[src/ctd_pkg.sv]
// Package: constants for the cable type detect block
package ctd_pkg;
  localparam int unsigned CTD_CLK_MHZ       = 125;
  // Drive-low time, microseconds (least)
  localparam int unsigned CTD_DRIVE_US      = 30;
  // Sample window after release, microseconds
  localparam int unsigned CTD_SAMP_MIN_US   = 2;
  localparam int unsigned CTD_SAMP_MAX_US   = 13;
  localparam int unsigned CTD_DRIVE_CYC     = CTD_DRIVE_US * CTD_CLK_MHZ;
  localparam int unsigned CTD_SAMP_MIN_CYC  = CTD_SAMP_MIN_US * CTD_CLK_MHZ;
  localparam int unsigned CTD_SAMP_MAX_CYC  = CTD_SAMP_MAX_US * CTD_CLK_MHZ;
  localparam int unsigned CTD_CNT_W         = 13;
  // Cable bit position within identify word 93
  localparam int unsigned CTD_ID_WORD       = 93;
  localparam int unsigned CTD_CABLE_BIT     = 13;
  localparam logic        CTD_RST_CABLE     = 1'b0;
  typedef logic [CTD_CNT_W-1:0] ctd_cnt_t;
endpackage

[src/ctd_tmr_if.sv]
// Interface: timer control between detect sequencer and its counter
`timescale 1ns/1ps
interface ctd_tmr_if;
  logic     clr;
  logic     run;
  ctd_pkg::ctd_cnt_t cnt;
  modport ctl (output clr, output run, input cnt);
  modport tmr (input clr, input run, output cnt);
endinterface

[src/ctd_timer.sv]
// Saturating cycle counter used for drive and sample timing
`timescale 1ns/1ps
module ctd_timer (
  // Clock, reset and enable
  input  wire logic  i_clk_sys,
  input  wire logic  i_rst_b,
  input  wire logic  i_ce,
  // Control
  ctd_tmr_if.tmr     tmr
);
  import ctd_pkg::*;
  ctd_cnt_t cnt_q;
  always_ff @(posedge i_clk_sys or negedge i_rst_b) begin
    if (!i_rst_b) begin
      cnt_q <= '0;
    end else if (i_ce) begin
      if (tmr.clr) begin
        cnt_q <= '0;
      end else if (tmr.run && cnt_q != '1) begin
        cnt_q <= cnt_q + 1'b1;
      end
    end
  end
  assign tmr.cnt = cnt_q;
endmodule

[src/ctd_detect.sv]
// Top: device-side cable type detection on the shared diag line
//
// Notes on behaviour
// Host keeps Ultra DMA at mode 2 or below without 80-wire cable.
// On identify, drive line low, release it, then sample it.
// Host sends identify to Device 1 first, then Device 0.
// Device 1 stops driving the line once it receives identify; here it drops its diag drive but still runs its own drive-low test.
// Line held low at least 30 us before identify data moves.
// Sample taken between 2 and 13 us after release.
// Low sample reports zero in word 93 bit 13 (40-wire).
// High sample reports one in word 93 bit 13 (80-wire).
// Host merges own abilities with words 88 and 93.
// Host then programs the chosen mode by set features.
// Hosts should sense the line themselves instead.
// Device times with own clock and syncs line in two stages.

`timescale 1ns/1ps
module ctd_detect
  import ctd_pkg::*;
#(
  parameter int unsigned DRIVE_CYC = ctd_pkg::CTD_DRIVE_CYC,
  // Line is read SAMP_CYC-2 cycles after release (two sync stages);
  // the extra cycle keeps that read just past the window's early end
  parameter int unsigned SAMP_CYC  = ctd_pkg::CTD_SAMP_MIN_CYC + 3
) (
  // Clock, reset, enable
  input  wire logic i_clk_sys,
  input  wire logic i_rst_b,
  input  wire logic i_ce,
  // Command side
  input  wire logic i_identify,
  input  wire logic i_is_dev1,
  input  wire logic i_diag_drive,
  // Cable identification line (open drain)
  input  wire logic i_cable_id_line,
  output logic      o_cable_id_line,
  output logic      o_cable_id_line_oe,
  // Results
  output logic      o_busy,
  output logic      o_done,
  output logic      o_cable_80
);
  import ctd_pkg::*;

  // Sequence in enabled cycles, counted from the take edge:
  //   take  - pull low, raise busy, clear the timer
  //   DRIVE - pull held DRIVE_CYC cycles, then released
  //   WAIT  - SAMP_CYC cycles, then the synced line is latched
  // Identify seen while busy is dropped; the host waits on busy.
  typedef enum logic [1:0] {
    CTD_IDLE,
    CTD_DRIVE,
    CTD_WAIT
  } ctd_state_e;

  // Last count of each phase; the timer clears on entry to DRIVE and to WAIT
  // The counter type must hold DRIVE_CYC; widen it for slower windows
  localparam ctd_cnt_t DRIVE_END = ctd_cnt_t'(DRIVE_CYC - 1);
  localparam ctd_cnt_t SAMP_END  = ctd_cnt_t'(SAMP_CYC - 1);

  // Sequencer, synchroniser and release latch
  ctd_state_e state_q;
  logic       sync1_q;
  logic       sync2_q;
  logic       released_q;
  ctd_tmr_if  tmr ();

  // Decoded strobes shared by sequencer, line and results
  logic       take_cmd;
  logic       drive_last;
  logic       samp_last;
  logic       dev1_cmd;
  logic       diag_ok;
  logic       pull_low;

  // Shared phase timer; saturates rather than wrapping on a stall
  ctd_timer u_timer (
    .i_clk_sys (i_clk_sys),
    .i_rst_b   (i_rst_b),
    .i_ce      (i_ce),
    .tmr       (tmr)
  );

  // two-stage sync
  // Reset to the idle high level so no false low follows reset
  always_ff @(posedge i_clk_sys or negedge i_rst_b) begin
    if (!i_rst_b) begin
      sync1_q <= 1'b1;
      sync2_q <= 1'b1;
    end else if (i_ce) begin
      sync1_q <= i_cable_id_line;
      sync2_q <= sync1_q;
    end
  end

  // Command decode; identify starts a test only in idle, but the Device 1 release takes it in any state
  always_comb begin
    take_cmd = (state_q == CTD_IDLE) && i_identify;
    dev1_cmd = i_identify && i_is_dev1;
  end

  // Phase ends, decoded once so all registers agree on the cycle
  always_comb begin
    drive_last = (state_q == CTD_DRIVE) && (tmr.cnt == DRIVE_END);
    samp_last  = (state_q == CTD_WAIT) && (tmr.cnt == SAMP_END);
  end

  // Device 1 mask
  // Offered only while idle, so it can never spoil a sample
  always_comb begin
    diag_ok = i_diag_drive && !released_q && !dev1_cmd &&
              (state_q == CTD_IDLE);
  end

  // pull low window
  always_comb begin
    pull_low = take_cmd ||
               ((state_q == CTD_DRIVE) && !drive_last) ||
               diag_ok;
  end

  // Timer clears while idle and at release, so WAIT counts from zero
  always_comb begin
    tmr.clr = (state_q == CTD_IDLE) || drive_last;
    tmr.run = (state_q != CTD_IDLE);
  end

  // detect sequence
  always_ff @(posedge i_clk_sys or negedge i_rst_b) begin
    if (!i_rst_b) begin
      state_q <= CTD_IDLE;
    end else if (i_ce) begin
      case (state_q)
        CTD_IDLE: begin
          if (take_cmd) begin
            state_q <= CTD_DRIVE;
          end
        end
        // hold low 30 us
        CTD_DRIVE: begin
          if (drive_last) begin
            state_q <= CTD_WAIT;
          end
        end
        // sample in window
        CTD_WAIT: begin
          if (samp_last) begin
            state_q <= CTD_IDLE;
          end
        end
        // Unused code falls back to idle
        default: begin
          state_q <= CTD_IDLE;
        end
      endcase
    end
  end

  // Device 1 release after identify
  // Sticky to reset: the host repeats the order only after a reset
  always_ff @(posedge i_clk_sys or negedge i_rst_b) begin
    if (!i_rst_b) begin
      released_q <= 1'b0;
    end else if (i_ce && dev1_cmd) begin
      released_q <= 1'b1;
    end
  end

  // open drain value
  // Value is fixed low; the pull-up lives outside this block
  always_ff @(posedge i_clk_sys or negedge i_rst_b) begin
    if (!i_rst_b) begin
      o_cable_id_line <= 1'b0;
    end else if (i_ce) begin
      o_cable_id_line <= 1'b0;
    end
  end

  // registered pull
  // Registered so the pin never glitches on decode
  always_ff @(posedge i_clk_sys or negedge i_rst_b) begin
    if (!i_rst_b) begin
      o_cable_id_line_oe <= 1'b0;
    end else if (i_ce) begin
      o_cable_id_line_oe <= pull_low;
    end
  end

  // result strobe
  // One pulse, on the same edge as the new result bit
  always_ff @(posedge i_clk_sys or negedge i_rst_b) begin
    if (!i_rst_b) begin
      o_done <= 1'b0;
    end else if (i_ce) begin
      o_done <= samp_last;
    end
  end

  // busy holds identify data
  // Busy spans the whole test so no identify word leaves early
  always_ff @(posedge i_clk_sys or negedge i_rst_b) begin
    if (!i_rst_b) begin
      o_busy <= 1'b0;
    end else if (i_ce) begin
      o_busy <= take_cmd ||
                (state_q == CTD_DRIVE) ||
                ((state_q == CTD_WAIT) && !samp_last);
    end
  end

  // capture result bit
  // Taken from the second sync stage, so the line is two cycles old
  always_ff @(posedge i_clk_sys or negedge i_rst_b) begin
    if (!i_rst_b) begin
      o_cable_80 <= CTD_RST_CABLE;
    end else if (i_ce) begin
      if (samp_last) begin
        o_cable_80 <= sync2_q;
      end
    end
  end
endmodule

[config.mk]
export PLATFORM = sky130hd
export DESIGN_NAME = ctd_detect
export DESIGN_NICKNAME = d
export VERILOG_FILES = /design/src/ctd_pkg.sv /design/src/ctd_tmr_if.sv /design/src/ctd_timer.sv /design/src/ctd_detect.sv
export SDC_FILE = /design/constraint.sdc
export NUM_CORES = 1
export LEC_CHECK = 0
export ABC_AREA = 1
export BUFFER_PORTS_ARGS = -buffer_cell sky130_fd_sc_hd__buf_2
export CAP_MARGIN = 30
export CORE_ASPECT_RATIO = 1.5
export CORE_MARGIN = 1
export CORE_UTILIZATION = 30
export CTS_BUF_LIST = sky130_fd_sc_hd__clkbuf_8
export CTS_CLUSTER_SIZE = 40
export DETAILED_ROUTE_END_ITERATION = 8
export GPL_ROUTABILITY_DRIVEN = 0
export PLACE_DENSITY = 0.56
export SLEW_MARGIN = 20
export SYNTH_ARGS = -nofsm -noshare
export SYNTH_HDL_FRONTEND = slang
export SYNTH_SLANG_ARGS = --single-unit
[constraint.sdc]
create_clock -name i_clk_sys -period 1.4 [get_ports i_clk_sys]
set_input_delay 0.14 -clock i_clk_sys [delete_from_list [all_inputs] [get_ports i_clk_sys]]
set_output_delay 0.14 -clock i_clk_sys [all_outputs]
set_load 0.03 [all_outputs]
Yosys cells after proc, flatten, opt, wreduce, memory -nomap -nowiden
Cells that the tools add are included.

word-level totals
  flip-flop bits (word level) = 22
  latch bits = 0
  memory bits (writable) = 0
  memory bits (read-only) = 0
  input port bits = 7
  output and inout port bits = 5
  logic and storage cells = 50
  memories = 0

cells by class
  add/sub/neg operators = 1
  multipliers = 0
  divide/modulo/power cells = 0
  magnitude comparators = 0
  eq/ne operators = 8
  shift-type cells = 0
  multiplexer cells = 6
  bitwise logic cells = 0
  reduce and logical (&&, ||, !) cells = 26

operators by type and width
  operator                 count
  $mux W13                 2
  $add A13 B1 Y13 const B  1
  $eq A13 B12 Y1 const B   1
  $eq A13 B8 Y1 const B    1
  $ne A13 B13 Y1 const B   1
  $logic_and A1 B1 Y1      11
  $mux W2                  3
  $ne A2 B2 Y1 const B     3
  $pmux W2 S3              1
  $logic_or A1 B1 Y1       5
  $logic_not A1 Y1         4
  $reduce_and A2 Y1        2
  $reduce_and A4 Y1        1
  $reduce_bool A2 Y1       2
  $eq A2 B1 Y1 const B     1
  $eq A2 B2 Y1 const B     1
  $logic_not A2 Y1         1

Logic depth before layout (Yosys ltp)
  word-level depth = 6
  gate-level depth with buffers = 10
  depth with buffers taken out = 10

Hierarchy
A second synthesis with hierarchy kept.

second synthesis, totals
  cell total of the unflattened synthesis = 223
  area, all modules = 1466.4 um^2

by module, submodules not included
  module      instances  cells each  area each (um^2)  seq. area each (um^2)
  ctd_timer   1          140         923.4             325.3
  ctd_detect  1          83          543.0             227.7

Worst setup path before layout
No wires, ideal clock.

  path kind = reg2reg
  start point = reg u_timer.cnt_q[0], in the netlist u_timer.tmr.cnt[0]
  end point = reg u_timer.cnt_q[11], in the netlist u_timer.tmr.cnt[11]
  setup time = 0.119 ns
  arrival = 1.448 ns
  data required time = 1.281 ns
  slack = -0.167 ns
  cell stages (with the launch flop) = 11
  path buffers = 2
  period minus slack after synthesis = 1.567 ns
  cell sequence = dfrtp_1 ha_1 clkbuf_2 inv_1 nor2_2 nand2_1 nor2_1 nor2_1 buf_2 nand4_1 nand2_1

on the way
  cells in the longest elaborated chain, start to end = 5
  elaborated cells on any way between the ends = 10
  those cells by class = add/sub: 1; eq/ne: 2; mux: 2; reduce/logical: 5

ends and longest elaborated chain
  item                                                     RTL line         RTL
  start: declaration                                       ctd_timer.sv:12  ctd_cnt_t cnt_q;
  start signal: assignment                                 ctd_timer.sv:20  cnt_q <= cnt_q + 1'b1;
  branches (longest 5 deep; another with $add A13 B1 Y13)  -

Several ways; the timed one is not identified. The select of a mux whose other input is x is not followed.
A chain may end at the register's enable or synchronous reset.

Worst setup path in the final report
  start point = reg u_timer.cnt_q[1], in the netlist u_timer.tmr.cnt[1]
  end point = reg u_timer.cnt_q[1], in the netlist u_timer.tmr.cnt[1]

The elaborated chain is that of the path after synthesis.

==> impl_metrics.yaml <==
finish:
  utilization_pct: 46.8
  layout-drive-gt1-share_pct: 37.2
  nets: 277
  diodes: 0
  final_common_cell: "nand2_1"
  layout_common_cells: "55 x nand2_1, 37 x buf_4, 25 x nor2_1, 22 x inv_1, 20 x dfrtp_1"
  final_cells: 330
  areaGrowthSynthToFinish_pct: 46.4
  fillCellCount: 468
  postLayoutCellArea_sq_um: 2160
die:
  rows: 30
  die_height_um: 87.9
  core-area_sq_um: 4620
  fp.dieW_um: 59.3
  top_level_ports: 12
  start_util_pct: 32.0
  dieArea_sq_um: 5210
clocking:
  cts-root-buf: "clkbuf_8"
  path_clk_slew_ns: 0.08
  cts.sinks: 22
  clk_latency_ns: 0.27
  cts_tree: "done"
  cts_buffer_depth: 2
  cts_buffers: 3
  htree_levels: 1
timing:
  slew_headroom_pct: 64.0
  finClkSkew_ns: 0.00482
  rsz0062_at_grt: "true"
  timing.final.crit_share_pct: 115
  setup_ws_ns: -0.215
  worstMarginPinSlew_ns: 0.540
  final_hold_viol_count: 0
  fin_tns_setup_ns: -2.94
  fmax_ghz: 0.619
  setup_viol: 17
  layout_min_cycle_time_ns: 1.62
  holdWs_ns: 0.0565
  slew_violations: 0
detailed_routing:
  via_count: 1597
  routed_via_density: 4.84
  dr.pass1.iters: 4
  routed_wl_mm: 4.42
  drtIter0Drc: 56
  postRouteAntennaNets: 0
  drt-wirelength-per-cell_um: 13.4
  post-route-drc-count: 0
synthesis:
  synth_area_leaders: "dfrtp_1 34%, nand2_1 17%, nand4_1 8.1%"
  yosysTopAreaCellShare_pct: 33.9
  synthesis.nets: 227
  synth_seq_cells: 22
  synth_warnings: 0
  ys_types: 24
  synth_area_leader_cell: "dfrtp_1"
  ys_seq_area_share_pct: 37.5
  mappedNetlistArea_sq_um: 1480
  syn_avg_cell_area_sq_um: 6.80
  syn_inst: 217
grt:
  grt_pass1_vias: 1535
  grt_pass1_wl_mm: 7.19
  track_usage_pct: 18.7
  grt_max_degree: 23
  antenna_found_initial: 0
  grt-ovfl-total: 0
outcome:
  violations: "negative setup slack"
  outcome: "finished, violations left"
worst_setup_path:
  worst_setup_path_start_kind: "register"
  worstPathRequired_ns: 1.57
  crit_arrival_ns: 1.78
  cp-end-kind: "register"
  path_class: "reg -> reg"
  crit_fanout: 5
placement:
  dp_hpwl_mm: 3.05
  placed_cell_area_sq_um: 1880
  placed_cells: 322
  placement.io_buffers: 10
  place_ws_ns: -0.363
pwr:
  total_power_mw: 2.60
  powerDensity_nw_per_um2: 1200
  ir_drop_uv: 929
  p_leak_nw: 1.04
flow_run:
  cap_violations: 0
min_path:
  hold_path_class: "in -> reg"
==> sequential cells by signal (all words and copies together), names as in the netlist <==
signal / cells
u_timer.tmr.cnt: 13
state_q: 2
o_busy: 1
o_cable_80: 1
o_cable_id_line_oe: 1
o_done: 1
released_q: 1
sync1_q: 1
sync2_q: 1
==> final cells by class <==
| type | instances | area, sq um | share of cell area, % |
|---|---|---|---|
| Clock buffer | 4 | 55.1 | 2.55 |
| Multi-Input combinational cell | 161 | 941 | 43.5 |
| Inverter | 25 | 101 | 4.69 |
| Sequential cell | 22 | 553 | 25.6 |
| Timing Repair Buffer | 54 | 430 | 19.9 |
| Tap cell | 64 | 80.1 | 3.71 |
==> cell families (layout without fill, tap and decap cells) <==
kind of cell / count (synthesis) / after routing / share of synthesized area (%)
adder cells (fa/ha/maj): 3 / 3 / 2.54
flip-flops: 22 / 22 / 37.5
XOR/XNOR: 4 / 4 / 2.37
buffers and inverters: 34 / 83 / 9.91
AO/OA/AOI/OAI: 8 / 8 / 2.80
other: 1 / 1 / 0.254
AND/OR/NAND/NOR: 145 / 145 / 44.7
==> layer usage <==
metal  part of all wire, %  vias up  global-route usage (%)
met1                    40      766                    21.8
li1                      -      795                       -
met3                   2.1        7                    1.92
met4                   2.0        0                    7.58
met5                     0        -                       0
met2                    56       29                    33.8
==> cells in the mapped netlist <==
| library cell | instances |
|---|---|
| dfstp_2 | 2 |
| nand2_1 | 65 |
| buf_2 | 5 |
| clkbuf_2 | 1 |
| nand3_2 | 2 |
| ha_1 | 3 |
| nor2_1 | 28 |
| nand2_2 | 1 |
| nor2_4 | 1 |
| nand4_1 | 19 |
| conb_1 | 1 |
| clkbuf_1 | 1 |
| nor2_2 | 2 |
| nand2_4 | 1 |
| buf_4 | 1 |
| nor3_1 | 3 |
| nand3_1 | 23 |
| inv_1 | 25 |
| buf_6 | 1 |
| o21ai_0 | 4 |
| xor2_1 | 4 |
| a21oi_1 | 3 |
| dfrtp_1 | 20 |
| a31oi_1 | 1 |
==> report_power, final <==
group          switching (mW)  internal [mW]  total, mW  leakage (nW)
clock                   0.227          0.252      0.478        0.0288
combinational           0.792          0.562       1.35         0.725
sequential             0.0447          0.720      0.764         0.286
total                    1.06           1.53       2.60          1.04
==> critical path: stages, from the launching register on <==
cell	delay (ns)
dfrtp_1	0.41
buf_6	0.14
inv_6	0.05
ha_4	0.13
nand2_2	0.05
nor2_2	0.09
nand3_2	0.10
nand2_2	0.12
nand3_4	0.13
buf_12	0.18
nand3_2	0.06
nand2_1	0.05
==> timing repair <==
item	CTS	global route
gates cloned	1	0
gates resized for setup	28	19
pin swaps	17	16
endpoints found under the hold margin	20	0
setup endpoints to repair	19	19
hold buffers	1	0
setup buffers	4	0
==> path summary, 6_finish.rpt <==
check	startpoint	cells past startpoint	slack, ns	endpoint
worst max-delay path	u_timer.tmr.cnt[1]$_DFFE_PN0P_	11	-0.22	u_timer.tmr.cnt[1]$_DFFE_PN0P_
worst min-delay path	i_cable_id_line	3	0.06	sync1_q$_DFFE_PN1P_
worst max register to register	u_timer.tmr.cnt[1]$_DFFE_PN0P_	11	-0.22	u_timer.tmr.cnt[1]$_DFFE_PN0P_
worst min register to register	sync1_q$_DFFE_PN1P_	2	0.47	sync1_q$_DFFE_PN1P_
max in group asynchronous	i_rst_b	2	0.65	sync1_q$_DFFE_PN1P_
min in group asynchronous	i_rst_b	2	0.38	u_timer.tmr.cnt[12]$_DFFE_PN0P_
Power figures use the tool's default switching activity.
